===== src/hw/rpq_pkg.sv =====
`default_nettype none
package rpq_pkg;
  // ----------------------------------------------------------------
  // Framing characters
  // ----------------------------------------------------------------
  localparam logic [7:0] CH_SOP_IN = 8'h3C;
  localparam logic [7:0] CH_SOP_OUT = 8'h3E;
  localparam logic [7:0] CH_SLASH = 8'h2F;
  localparam logic [7:0] CH_EQ = 8'h3D;
  localparam logic [7:0] CH_QRY = 8'h3F;
  localparam logic [7:0] CH_BANG = 8'h21;
  localparam logic [7:0] CH_STAR = 8'h2A;
  localparam logic [7:0] CH_HASH = 8'h23;
  localparam logic [7:0] CH_CR = 8'h0D;
  localparam logic [7:0] CH_LF = 8'h0A;
  localparam logic [7:0] CH_VIRT_UC = 8'h56;
  localparam logic [7:0] CH_VIRT_LC = 8'h76;
  localparam logic [7:0] CH_D0 = 8'h30;
  localparam logic [7:0] CH_D9 = 8'h39;
  localparam logic [7:0] CH_DOT = 8'h2E;
  localparam logic [7:0] CH_COMMA = 8'h2C;
  localparam logic [7:0] CH_UA = 8'h41;
  localparam logic [7:0] CH_UZ = 8'h5A;
  localparam logic [7:0] CH_LA = 8'h61;
  localparam logic [7:0] CH_LZ = 8'h7A;
  localparam logic [7:0] CASE_BIT = 8'h20;

  // ----------------------------------------------------------------
  // Address, field sizes and reply layout
  // ----------------------------------------------------------------
  localparam logic [13:0] ADDR_MIN = 14'h0001;
  localparam logic [13:0] ADDR_MAX = 14'h270F;
  localparam logic [13:0] ADDR_RESET = 14'h0001;
  localparam logic [2:0] ADDR_DIGITS = 3'h4;
  localparam logic [1:0] CODE_TOP = 2'h2;
  localparam logic [3:0] ARG_MAX = 4'h8;
  localparam logic [4:0] OFS_SLASH = 5'h01;
  localparam logic [4:0] OFS_CODE = 5'h02;
  localparam logic [4:0] OFS_QUAL = 5'h05;
  localparam logic [4:0] OFS_ARGS = 5'h06;
  localparam logic [4:0] REPLY_FIXED = 5'h08;

  // ----------------------------------------------------------------
  // Instruction codes checked locally (upper case)
  // ----------------------------------------------------------------
  localparam logic [23:0] CODE_SILENCE = 24'h4D5554;
  localparam logic [23:0] CODE_GAIN_CUT = 24'h415454;
  localparam logic [23:0] CODE_CLR_ALARM = 24'h434141;
  localparam logic [23:0] CODE_CAL_DAY = 24'h444154;
  localparam logic [23:0] CODE_CLK_DAY = 24'h54494D;

  typedef enum logic [2:0] {
    RSP_OK = 3'b000,
    RSP_BAD_ARG = 3'b001,
    RSP_MODE = 3'b010,
    RSP_BUSY = 3'b011,
    RSP_UNKNOWN = 3'b100
  } rpq_status_t;

  typedef struct packed {
    logic [2:0][7:0] code;
    logic query;
    logic virt;
    logic [3:0] vmod;
    logic [7:0][7:0] args;
    logic [3:0] arg_len;
  } rpq_cmd_t;

  typedef struct packed {
    rpq_status_t status;
    logic [7:0][7:0] args;
    logic [3:0] arg_len;
  } rpq_rsp_t;
endpackage
`default_nettype wire


===== src/hw/rpq_qualifier.sv =====
// Functional notes
// - Own base address only ever holds 1 to 9999.
// - Base address is reloaded from addr_value when addr_load is high, never from the link.
// - Reply address field echoes the address characters the packet used.
// - Base, V, module number routes the command to that module.
// - Combined mode: only virtual clear-alarm, day and clock sets pass.
// - Virtual queries are forwarded in every mode.
// - Virtual silence or gain-reduction sets are never applied.
// - Forward slash must separate address from instruction code.
// - Instruction code is three letters, either case.
// - Equals qualifier asks to set the parameter from the arguments.
// - Question qualifier asks for the present value; no other qualifier.
// - Query answer: code, equals, present value as arguments.
// - Valid set is acknowledged by code and equals, no arguments.
// - Invalid set argument answered by code and question mark.
// - Unknown code answered by code and exclamation mark.
// - Set forbidden in current mode answered by code and star.
// - Resource shortage answered by code and hash.
// - Packets open with less-than; replies open with greater-than.
// - Replies end with carriage return then line feed.
// - Argument characters are digits, period and comma only.
`timescale 1ns/100ps
`default_nettype none
module rpq_qualifier (
  input wire logic sys_clk,
  input wire logic rst,
  input wire logic [7:0] rx_data,
  input wire logic rx_valid,
  input wire logic tx_ready,
  input wire logic combined_operation_flag,
  input wire logic addr_load,
  input wire logic [13:0] addr_value,
  input wire logic rsp_valid,
  input wire rpq_pkg::rpq_rsp_t rsp,
  output rpq_pkg::rpq_cmd_t cmd,
  output logic cmd_valid,
  output logic [7:0] tx_data,
  output logic tx_valid,
  output logic tx_drv_en_n,
  output logic [13:0] own_addr
);
  import rpq_pkg::*;

  typedef enum logic [2:0] {
    ST_IDLE = 3'b000,
    ST_ADDR = 3'b001,
    ST_VMOD = 3'b010,
    ST_CODE = 3'b011,
    ST_QUAL = 3'b100,
    ST_ARGS = 3'b101,
    ST_EXEC = 3'b110,
    ST_SEND = 3'b111
  } rpq_state_t;

  rpq_state_t state;
  logic [5:0][7:0] abuf;
  logic [2:0] alen;
  logic [2:0] dcnt;
  logic [1:0] ccnt;
  logic vm_seen;
  logic [13:0] addr_acc;
  rpq_status_t rstat;
  logic [7:0][7:0] rargs;
  logic [3:0] rlen;
  logic [4:0] tx_pos;
  logic [4:0] tx_total;
  logic [7:0] reply_char;
  logic [7:0] qchar;
  logic is_digit;
  logic is_alpha;
  logic is_arg;
  logic [7:0] upper;
  logic [3:0] dval;
  logic in_parse;
  logic virt_set_never;
  logic virt_set_allowed;
  logic tx_last;

  // ----------------------------------------------------------------
  // Character classes
  // ----------------------------------------------------------------
  assign is_digit = rx_data >= CH_D0 && rx_data <= CH_D9;
  assign is_alpha = (rx_data >= CH_UA && rx_data <= CH_UZ) ||
                    (rx_data >= CH_LA && rx_data <= CH_LZ);
  assign is_arg = is_digit || rx_data == CH_DOT ||
                  rx_data == CH_COMMA;
  assign upper = (rx_data >= CH_LA) ? (rx_data & ~CASE_BIT) : rx_data;
  assign dval = 4'(rx_data - CH_D0);
  assign in_parse = state != ST_EXEC && state != ST_SEND;

  // Virtual set screening on the decoded upper-case code
  assign virt_set_never = cmd.code == CODE_SILENCE ||
                          cmd.code == CODE_GAIN_CUT;
  assign virt_set_allowed = cmd.code == CODE_CLR_ALARM ||
                            cmd.code == CODE_CAL_DAY ||
                            cmd.code == CODE_CLK_DAY;

  // ----------------------------------------------------------------
  // Packet parser and command hand-off
  // ----------------------------------------------------------------
  // Any malformed character drops the packet silently; the controller
  // gets no reply, which matches a packet it never sent us.
  always_ff @(posedge sys_clk or posedge rst) begin : parse
    if (rst) begin
      state <= ST_IDLE;
      cmd <= '0;
      cmd_valid <= 1'b0;
      abuf <= '0;
      alen <= '0;
      dcnt <= '0;
      ccnt <= '0;
      vm_seen <= 1'b0;
      addr_acc <= '0;
      rstat <= RSP_OK;
      rargs <= '0;
      rlen <= '0;
    end else begin
      cmd_valid <= 1'b0;
      if (in_parse && rx_valid && rx_data == CH_SOP_IN) begin
        state <= ST_ADDR;
        alen <= '0;
        dcnt <= '0;
        ccnt <= '0;
        vm_seen <= 1'b0;
        addr_acc <= '0;
        cmd <= '0;
      end else begin
        case (state)
          ST_ADDR: if (rx_valid) begin
            if (is_digit && dcnt < ADDR_DIGITS) begin
              addr_acc <= 14'((addr_acc << 3) + (addr_acc << 1) + dval);
              abuf[alen] <= rx_data;
              alen <= alen + 3'h1;
              dcnt <= dcnt + 3'h1;
            end else if (dcnt != '0 && (rx_data == CH_VIRT_UC ||
                                        rx_data == CH_VIRT_LC)) begin
              abuf[alen] <= rx_data;
              alen <= alen + 3'h1;
              cmd.virt <= 1'b1;
              state <= ST_VMOD;
            end else if (dcnt != '0 && rx_data == CH_SLASH) begin
              state <= ST_CODE;
            end else begin
              state <= ST_IDLE;
            end
          end
          ST_VMOD: if (rx_valid) begin
            if (is_digit && !vm_seen) begin
              abuf[alen] <= rx_data;
              alen <= alen + 3'h1;
              cmd.vmod <= dval;
              vm_seen <= 1'b1;
            end else if (vm_seen && rx_data == CH_SLASH) begin
              state <= ST_CODE;
            end else begin
              state <= ST_IDLE;
            end
          end
          ST_CODE: if (rx_valid) begin
            if (is_alpha) begin
              cmd.code[2'(CODE_TOP - ccnt)] <= upper;
              ccnt <= ccnt + 2'h1;
              if (ccnt == CODE_TOP) state <= ST_QUAL;
            end else begin
              state <= ST_IDLE;
            end
          end
          ST_QUAL: if (rx_valid) begin
            // Only assignment or query may come from the controller
            if (rx_data == CH_EQ || rx_data == CH_QRY) begin
              cmd.query <= rx_data == CH_QRY;
              state <= ST_ARGS;
            end else begin
              state <= ST_IDLE;
            end
          end
          ST_ARGS: if (rx_valid) begin
            if (is_arg && cmd.arg_len < ARG_MAX) begin
              cmd.args[3'(cmd.arg_len)] <= rx_data;
              cmd.arg_len <= cmd.arg_len + 4'h1;
            end else if (rx_data == CH_CR) begin
              if (addr_acc != own_addr) begin
                state <= ST_IDLE;
              end else if (!cmd.query && cmd.virt && (virt_set_never ||
                  (combined_operation_flag && !virt_set_allowed))) begin
                rstat <= RSP_MODE;
                rlen <= '0;
                state <= ST_SEND;
              end else begin
                cmd_valid <= 1'b1;
                state <= ST_EXEC;
              end
            end else begin
              state <= ST_IDLE;
            end
          end
          ST_EXEC: if (rsp_valid) begin
            rstat <= rsp.status;
            rargs <= rsp.args;
            // Arguments ride only on a successful query
            rlen <= (cmd.query && rsp.status == RSP_OK) ?
                    rsp.arg_len : '0;
            state <= ST_SEND;
          end
          ST_SEND: if (tx_last) state <= ST_IDLE;
          default: state <= ST_IDLE;
        endcase
      end
    end
  end

  // ----------------------------------------------------------------
  // Own base address
  // ----------------------------------------------------------------
  // Out-of-range loads are ignored so address 0 can never match
  always_ff @(posedge sys_clk or posedge rst) begin : base_addr
    if (rst) begin
      own_addr <= ADDR_RESET;
    end else if (addr_load && addr_value >= ADDR_MIN &&
                 addr_value <= ADDR_MAX) begin
      own_addr <= addr_value;
    end
  end

  // ----------------------------------------------------------------
  // Reply assembly
  // ----------------------------------------------------------------
  // Qualifier chosen from the outcome
  always_comb begin
    case (rstat)
      RSP_OK: qchar = CH_EQ;
      RSP_BAD_ARG: qchar = CH_QRY;
      RSP_MODE: qchar = CH_STAR;
      RSP_BUSY: qchar = CH_HASH;
      RSP_UNKNOWN: qchar = CH_BANG;
      default: qchar = CH_BANG;
    endcase
  end

  assign tx_total = 5'(alen) + 5'(rlen) + REPLY_FIXED;

  // Character at reply position tx_pos
  always_comb begin
    logic [4:0] a;
    a = 5'(alen);
    if (tx_pos == '0) begin
      reply_char = CH_SOP_OUT;
    end else if (tx_pos <= a) begin
      reply_char = abuf[3'(tx_pos - OFS_SLASH)];
    end else if (tx_pos == a + OFS_SLASH) begin
      reply_char = CH_SLASH;
    end else if (tx_pos < a + OFS_QUAL) begin
      reply_char = cmd.code[2'(CODE_TOP - 2'(tx_pos - a - OFS_CODE))];
    end else if (tx_pos == a + OFS_QUAL) begin
      reply_char = qchar;
    end else if (tx_pos < a + OFS_ARGS + 5'(rlen)) begin
      reply_char = rargs[3'(tx_pos - a - OFS_ARGS)];
    end else if (tx_pos == a + OFS_ARGS + 5'(rlen)) begin
      reply_char = CH_CR;
    end else begin
      reply_char = CH_LF;
    end
  end

  assign tx_last = tx_valid && tx_ready && tx_pos == tx_total;

  // ----------------------------------------------------------------
  // Reply transmitter
  // ----------------------------------------------------------------
  // Driver enable follows the send state but is released on the same edge
  // that takes the final line feed; bus stays free otherwise.
  always_ff @(posedge sys_clk or posedge rst) begin : transmit
    if (rst) begin
      tx_pos <= '0;
      tx_data <= '0;
      tx_valid <= 1'b0;
      tx_drv_en_n <= 1'b1;
    end else begin
      tx_drv_en_n <= !(state == ST_SEND && !tx_last);
      if (state != ST_SEND) begin
        tx_pos <= '0;
        tx_valid <= 1'b0;
      end else if ((!tx_valid || tx_ready) && tx_pos < tx_total) begin
        tx_data <= reply_char;
        tx_valid <= 1'b1;
        tx_pos <= tx_pos + 5'h01;
      end else if (tx_ready) begin
        tx_valid <= 1'b0;
      end
    end
  end
endmodule // rpq_qualifier
`default_nettype wire


===== config.mk =====
export PLATFORM = sky130hd
export DESIGN_NAME = rpq_qualifier
export DESIGN_NICKNAME = d
export VERILOG_FILES = /design/src/hw/rpq_pkg.sv /design/src/hw/rpq_qualifier.sv
export SDC_FILE = /design/constraint.sdc
export NUM_CORES = 1
export LEC_CHECK = 0
export BUFFER_PORTS_ARGS = -buffer_cell sky130_fd_sc_hd__buf_4
export CAP_MARGIN = 25
export CORE_MARGIN = 3
export CORE_UTILIZATION = 52
export DETAILED_ROUTE_END_ITERATION = 12
export MAX_ROUTING_LAYER = met4
export PLACE_DENSITY_LB_ADDON = 0.25
export SLEW_MARGIN = 20
export SYNTH_ARGS = -nofsm -noshare
export SYNTH_HDL_FRONTEND = slang
export SYNTH_SLANG_ARGS = --single-unit

===== constraint.sdc =====
create_clock -name sys_clk -period 8.9 [get_ports sys_clk]
set_input_delay 1.335 -clock sys_clk [delete_from_list [all_inputs] [get_ports sys_clk]]
set_output_delay 1.335 -clock sys_clk [all_outputs]
set_load 0.03 [all_outputs]

# --- Word-level counts from Yosys, hierarchy flattened ---
# Cells that the tools add are included.
# W data, S select, Z words.
word_totals:
  register_bits: 273
  input_bits: 100
  out_inout_bits: 123
  wordCells: 336
classes:
  addsub: 20
  magnitude_cmp: 23
  n_eq_ne: 56
  mux: 118
  n_bitwise: 2
  reduce_logical: 74
ops:
  columns: ["operator", "n"]
  rows:
  - ["$mux W48", 5]
  - ["$mux W68", 3]
  - ["$eq A24 B23 Y1 const B", 5]
  - ["$mux W3", 34]
  - ["$mux W98", 1]
  - ["$mux W8", 12]
  - ["$pmux W48 S2", 1]
  - ["$mux W24", 3]
  - ["$bwmux W64", 1]
  - ["$mux W14", 4]
  - ["$bmux W8 S3", 2]
  - ["$bwmux W48", 1]
  - ["$demux W8 S3", 2]
  - ["$eq A8 B6 Y1 const B", 6]
  - ["$ne A3 B3 Y1 const B", 14]
  - ["$mux W4", 10]
  - ["$reduce_bool A2 Y1", 15]
  - ["$logic_and A1 B1 Y1", 25]
  - ["$bwmux W24", 1]
  - ["$mux W1", 22]
  - ["$pmux W3 S7", 1]
  - ["$ne A2 B2 Y1 const B", 10]
  - ["$pmux W5 S4", 1]
  - ["$reduce_and A3 Y1", 6]
  - ["61 further kinds", 108]

# --- Depth between registers and ports, before layout ---
# Gate-level depths: netlist of the first run.
logic_depth:
  depth_word: 14
  mapped_depth: 15
  ltp_nobuf: 14

# --- Least setup slack after synthesis of the first run ---
# Ideal clock, no wire load.
synth_timing:
  path_kind: "reg2reg"
  startpoint: "reg alen[1]"
  endpoint: "reg tx_data[1]"
  setup_ns: 0.124
  arrival_time_ns: 3.452
  required_ns: 8.776
  setup_slack_ns: 5.323
  stages_incl_launch_ff: 15
  n_path_buf: 1
  period_less_slack_ns: 3.577
  cell_sequence: "dfrtp_1 > clkbuf_1 > inv_1 > ha_1 > inv_1 > ha_1 > fa_1 > xnor2_1 > ha_1 > a21oi_1 > o21ai_0 > a21o_1 > or3_1 > a211oi_1 > nor2_1"
synth_between:
  elab_chain_cells: 10
  elab_cells_between_ends: 30
  classes_between: "add/sub (10); order compare (4); eq/ne (3); mux (11); reduce/logical (2)"
synth_rtl:
  columns: ["element", "line_no", "rtl"]
  rows:
  - ["start, declared", "rpq_qualifier.sv:57", "logic [2:0] alen;"]
  - ["start signal, assigned", "rpq_qualifier.sv:133", "alen <= alen + 3'h1;"]
  - ["start signal, assigned", "rpq_qualifier.sv:138", "alen <= alen + 3'h1;"]
  - ["start signal, assigned", "rpq_qualifier.sv:150", "alen <= alen + 3'h1;"]
  - ["parallel branches: the longest is 10 deep, another holds $add A4 B4 Y5", null, null]
  - ["end signal, assigned", "rpq_qualifier.sv:284", "tx_data <= reply_char;"]
  - ["end, declared", "rpq_qualifier.sv:37", "output logic [7:0] tx_data,"]
# Several ways; the timed one is not identified. The select of a mux whose other input is x is not followed.
# A chain may end at the register's enable or synchronous reset.

# --- Worst setup path after layout of the first run ---
layout_timing:
  startpoint: "reg alen[1]"
  endpoint: "reg state[1]"
layout_between:
  elab_chain_cells: 6
layout_rtl:
  columns: ["element", "line_no", "rtl"]
  rows:
  - ["$add A3 B4 Y5", "rpq_qualifier.sv:240", "assign tx_total = 5'(alen) + 5'(rlen) + REPLY_FIXED;"]
  - ["$add A5 B4 Y5", "rpq_qualifier.sv:240", null]
  - ["$eq A5 B5 Y1", "rpq_qualifier.sv:265", "assign tx_last = tx_valid && tx_ready && tx_pos == tx_total;"]
  - ["$logic_and A1 B1 Y1", "rpq_qualifier.sv:265", null]
  - ["$ne A3 B3 Y1 (no source line)", null, null]
  - ["$reduce_and A11 Y1 (no source line)", null, null]
  - ["end signal, assigned", "rpq_qualifier.sv:203", "state <= ST_SEND;"]
  - ["end signal, assigned", "rpq_qualifier.sv:205", "ST_SEND: if (tx_last) state <= ST_IDLE;"]
  - ["end signal, assigned", "rpq_qualifier.sv:206", "default: state <= ST_IDLE;"]
  - ["end, declared", "rpq_qualifier.sv:55", "rpq_state_t state;"]
# No other way between the ends.

==> results of run 1 <==
==> power breakdown <==
| part | internal [W] | switching [W] | total, W | leakage [nW] |
|---|---|---|---|---|
| Combinational | 0.000154 | 0.000219 | 0.000373 | 4.22 |
| Clock | 0.000773 | 0.000498 | 0.00127 | 0.492 |
| Sequential | 0.00126 | 0.0000409 | 0.00131 | 3.76 |
==> placed cells by master, fill, tap and decap left out, types with 30 or more instances in the layout <==
master   instances
nor2_1          77
nand2_1         66
a21oi_1         30
a22o_1          56
o21ai_0         32
inv_1           32
ha_1            57
dfrtp_1        271
mux2_1          30
buf_4          228
mux2_2          94
==> final timing paths <==
| path | endpoint | slack [ns] | cells past startpoint |
|---|---|---|---|
| setup / recovery | state[1] | 5.11 | 13 |
| hold / removal | abuf[4] | 0.46 | 1 |
| setup reg to reg | state[1] | 5.11 | 13 |
| hold reg to reg | abuf[4] | 0.46 | 1 |
| max in group asynchronous | cmd[89] | 6.60 | 3 |
| min in group asynchronous | cmd[50] | 0.98 | 2 |
==> flip-flops by register name (all words and copies together) (netlist names) <==
register,flops
tx_valid,1
addr_acc,14
rlen,4
cmd,98
tx_data,8
rargs,64
rstat,3
vm_seen,1
ccnt,2
state,3
tx_drv_en_n,1
cmd_valid,1
tx_pos,5
alen,3
abuf,48
dcnt,3
own_addr,14
==> stage by stage <==
stage / utilization, % / std cells / worst slack [ns] / total power (W)
finish: 65.2 / 1716 / 5.11 / 0.00295
floorplan: - / 1161 / 0.0446 / 0.00157
detailed placement: 61.3 / 1664 / 4.87 / 0.00170
global route: 65.2 / 1716 / 4.80 / 0.00306
global placement: 61.3 / 1664 / 4.99 / 0.00169
CTS: 65.2 / 1716 / 5.14 / 0.00297
==> cell families after synthesis <==
logic type | after synthesis
AND/OR/NAND/NOR | 305
multiplexers | 175
XOR/XNOR | 35
AO/OA/AOI/OAI | 221
buffers and inverters | 90
flip-flops | 273
adder cells (fa/ha/maj) | 62
==> layout make-up <==
class	instances	area [sq um]	area share, %
repair buffers	229	1730	10.4
clock inverters	11	175	1.05
multi-input cells	798	6580	39.4
flip-flops and latches	273	6830	40.9
clock buffers	41	841	5.03
inverters	34	135	0.809
well taps	330	413	2.47
==> metal layers <==
layer	vias up	GRT usage, %
li1	4664	-
met1	5131	34.2
met2	306	40.9
met3	75	4.04
met4	0	7.79
met5	-	-
==> flow_summary.toml, run 1 <==
[synthesis]
ys_async_sr_fraction_pct = 100
synth_edf_count = 0
ys_ff_latch = 273
synthMuxAreaShare_pct = 15.9
synth_common_cells = "dfrtp_1 (271), mux2_2 (94), nor2_1 (77)"
ys_seq_area_share_pct = 49.7
synth-compound-area-share_pct = 11.7
ys.flop_type = "dfrtp_1"
ys_top_cells_by_area = "dfrtp_1 (49%), mux2_2 (7.7%), ha_1 (5.2%), mux4_2 (3.8%), a22o_1 (3.6%)"
syn_nets = 1323
yosys.area_share.simple_pct = 11.9
synthAdderAreaFrac_pct = 5.91
netlist_instances = 1161
synth_top_family_by_area = "multiplexers"
yosys.area.top_type_share_pct = 49.3
yosys.area_share.xor_xnor_pct = 2.28
yosysMostFrequentCell = "dfrtp_1"
synth_top_cell_by_area = "dfrtp_1"
ys_types = 80
syn_avg_cell_area_sq_um = 11.9
synth_warnings = 0
syn_area_sq_mm = 0.0138

[grt]
grt_max_degree = 149
grt.total_usage_pct = 25.6
gr-total-overflow = 0
grt_pass1_wl_mm = 56.6
antenna_found_initial = 0
grt_pass1_vias = 10200

[clock_tree]
cts-root-buf = "clkbuf_16"
post_cts_buffers = 0
postCtsHoldBufs = 0
clock_path_buffers = 3
clock_sinks = 273
cts_buffers = 29
clkTransAtPathRegs_ns = 0.06
cts_resized = 0
worstSkewPairLatency_ns = 0.55
htreeDepth = 1
cts_tree = "built"

[timing]
min_period_ns = 3.79
fin_skew_ns = 0.0109
finalHoldViolCount = 0
fin_setup_tns_ns = 0
worst_slew_pin_slew_ns = 0.969
slew_headroom_pct = 35.4
fin_crit_sh_pct = 42.6
grt_setup_unrepaired = "no"
timing.hold.ws_ns = 0.461
maxSlewViolCount = 0
fmax_ghz = 0.264
setup_viol = 0

[setup_path]
startpoint = "alen[1]"
cp_max_fo = 11
crit_arrival_ns = 4.22
critPathTopFamily = "compound AO/OA/AOI/OAI gates"
critPathRequiredTime_ns = 9.33
crit_type = "reg -> reg"
cp-end-kind = "flop"
start_kind = "flop"
critPathMaxStageDelay_ns = 0.70
path_cells = "inv_1, ha_1, a21oi_1, nor2_1, nor2_1, xnor2_1, ha_1, nand3_1, o21bai_1, o311ai_0, a2111oi_2, nand2_1, a22o_1"
slowest_stage = "dfrtp_1"
critical_path_buf_inv_count = 1
r2r-start = "alen[1]"

[place]
portBuffers = 222
dp_hpwl_mm = 25.9
gp_congestion = 0.911
post_dp_cell_area_sq_mm = 0.0157

[floorplan]
die_area_sq_mm = 0.0285
io_pins = 223
rows = 58
core_sq_mm = 0.0256
initial_core_util_pct = 53.7
die_w_microns = 169
die_h_microns = 169

[layout]
final_nets = 1527
drive_gt1_share_pct = 30.2
area_growth_pct = 21.4
n_fill_cell = 2009
diodes = 0
final_area_sq_mm = 0.0167

[pwr]
powerDensity_mw_per_mm2 = 176
ir_worst_vdd_uv = 179
p_leak_nw = 8.48

[routing]
met3_wirelength_mm = 1.91
wl_per_cell_microns = 20.9
first_pass_iters = 7
drtAntennaViolNets = 0
drtIter0Drc = 708
wl_met1_mm = 15.4
routed_via_density = 5.93
totalWireLength_mm = 35.8
wl_met2_mm = 17.3
num_vias = 10200
top_layer_used = "met4"
drcViolationCount = 0

[job]
drv_cap = 0

[hold_path]
worstHoldStart = "abuf[4]"
hold_path.class = "reg -> reg"

[run_status]
status = "finished, final reports clean"
Note: power is estimated with default switching activity, not from simulation.
==> run 2: changes to the inputs <==
--- a/config.mk
+++ b/config.mk
@@ -8,7 +8,7 @@
 export BUFFER_PORTS_ARGS = -buffer_cell sky130_fd_sc_hd__buf_4
 export CAP_MARGIN = 25
 export CORE_MARGIN = 3
-export CORE_UTILIZATION = 52
+export CORE_UTILIZATION = 53
 export DETAILED_ROUTE_END_ITERATION = 12
 export MAX_ROUTING_LAYER = met4
 export PLACE_DENSITY_LB_ADDON = 0.25
==> constraint.sdc (replaced) <==
create_clock -name sys_clk -period 3.5 [get_ports sys_clk]
set_input_delay 0.525 -clock sys_clk [delete_from_list [all_inputs] [get_ports sys_clk]]
set_output_delay 0.525 -clock sys_clk [all_outputs]
set_load 0.03 [all_outputs]
==> flow_summary.toml, run 2 (synthesized netlist as in run 1, its figures left out) <==
[run_status]
status = "finished, final reports clean"

[setup_path]
critical_path_buf_inv_count = 0
cp-end-kind = "flop"
r2r-start = "alen[0]"
crit_type = "reg -> reg"
reg2reg_setup_slack_ns = 0.23
critPathRequiredTime_ns = 3.93
startpoint = "alen[0]"
worst-r2r-cell-count = 11
crit_arrival_ns = 3.71
critPathTopFamily = "adder cells"
crit_top_cell = "ha_1"
crit_end = "tx_data[1]"
critPathMaxStageDelay_ns = 0.53
slowest_stage = "dfrtp_1"
path_cells = "ha_1, ha_1, fa_1, xnor2_1, ha_1, a21oi_1, o21ai_0, a21o_1, or3_1, a211oi_1, nor2_1"
cp_max_fo = 9
path_depth = 11
rr_endpoint = "tx_data[1]"
start_kind = "flop"

[layout]
largest_reg_flops = 98
drive_gt1_share_pct = 31.1
area_growth_pct = 22.2
final_cell_mix = "dfrtp_1 (270), buf_4 (241), mux2_2 (94), nor2_1 (77), nand2_1 (66)"
final_nets = 1544
top_regs = "cmd x98, rargs x64, abuf x48"
regMostFlops = "cmd"
diodes = 0
n_fill_cell = 1931
layout_commonest_cell = "dfrtp_1"
fin_util_pct = 66.4
seqCellArea_sq_mm = 0.00684
multi_input_area_sq_mm = 0.00658

[grt]
grt_pass1_vias = 10500
gr-usage-met3_pct = 4.44
grt_max_degree = 72
gr-total-overflow = 0
grtUsageMet2_pct = 42.4
antenna_found_initial = 0
grt.total_usage_pct = 27.2
grt_pass1_wl_mm = 59.1
grt.busiest_layer = "met2"
grtUsageMet1_pct = 37.1

[pwr]
powerDensity_mw_per_mm2 = 440
p_leak_nw = 8.56
ir_worst_vdd_uv = 405
finalPower_w = 0.00740

[timing]
fin_crit_sh_pct = 93.5
slew_headroom_pct = 37.7
worst_slew_pin_slew_ns = 0.922
finalHoldViolCount = 0
grt_setup_unrepaired = "no"
setup_viol = 0
fmax_ghz = 0.306
min_period_ns = 3.27
fin_skew_ns = 0.0114
maxSlewViolCount = 0
setup_slack_ns = 0.227

[routing]
drtIter0Drc = 896
routed_via_density = 6.01
wl_per_cell_microns = 21.8
totalWireLength_mm = 37.8
drcViolationCount = 0
drtAntennaViolNets = 0
num_vias = 10400
first_pass_iters = 6

[floorplan]
initial_core_util_pct = 54.3
rows = 58
die_h_microns = 167
die_w_microns = 167
die_area_sq_mm = 0.0279
io_pins = 223
core_sq_mm = 0.0253

[hold_path]
hold_path.class = "in -> async"

[clock_tree]
clock_path_buffers = 3
worstSkewPairLatency_ns = 0.55
cts_tree = "built"
htreeDepth = 1
cts_buffers = 29
cts-root-buf = "clkbuf_16"
clock_sinks = 273
postCtsHoldBufs = 0
clkTransAtPathRegs_ns = 0.06

[place]
portBuffers = 222
place_ws_ns = 0.268
dp_hpwl_mm = 27.2
gp_congestion = 0.930

[job]
drv_cap = 0
[run 2: area by class of cell]
type	count	area share, %
clock buffer	39	4.89
clock inverter	14	0.796
inverter	34	0.781
multi-input combinational	798	39.1
sequential	273	40.6
tap	330	2.45
timing repair buffer	246	11.3
[run 2: routing by layer]
metal  wire [microns]  vias to the layer above
met5                0                        -
met4             1430                        0
met3             2420                      102
met2            18000                      407
met1            15900                     5243
li1                 -                     4678
[run 2: how the worst min path moves through the flow]
stage             start       end  slack (ns)  cells after the start
2_1_floorplan  abuf[12]  abuf[12]        0.43                      1
3_3_place_gp   abuf[20]  abuf[20]        0.44                      1
3_5_place_dp   abuf[12]  abuf[12]        0.45                      1
4_1_cts             rst   cmd[56]        0.15                      2
5_1_grt          rsp[2]   rlen[2]        0.18                      2
6_report            rst   cmd[56]        0.14                      2
[run 2: stage by stage]
step                area [sq um]  hold WS, ns  setup TNS [ns]  std cells
finish                     16800        0.135               0       1734
global route               16800        0.180               0       1734
CTS                        16800        0.151               0       1734
detailed placement         15900        0.451               0       1681
global placement           15900        0.445               0       1681
floorplan                  13800        0.429         -171.48       1161
[run 2: report_power, final]
group	internal (W)	switching [W]	total, W
combinational	0.000443	0.000587	0.00103
clock	0.00180	0.00127	0.00307
sequential	0.00322	0.0000887	0.00331
total	0.00546	0.00195	0.00740
[run 2: timing repair]
item / CTS / global route
endpoints found under the hold margin: 0 / 0
setup buffers: 0 / 0
endpoints found under the setup margin: 0 / 2
resized for setup: 0 / 1
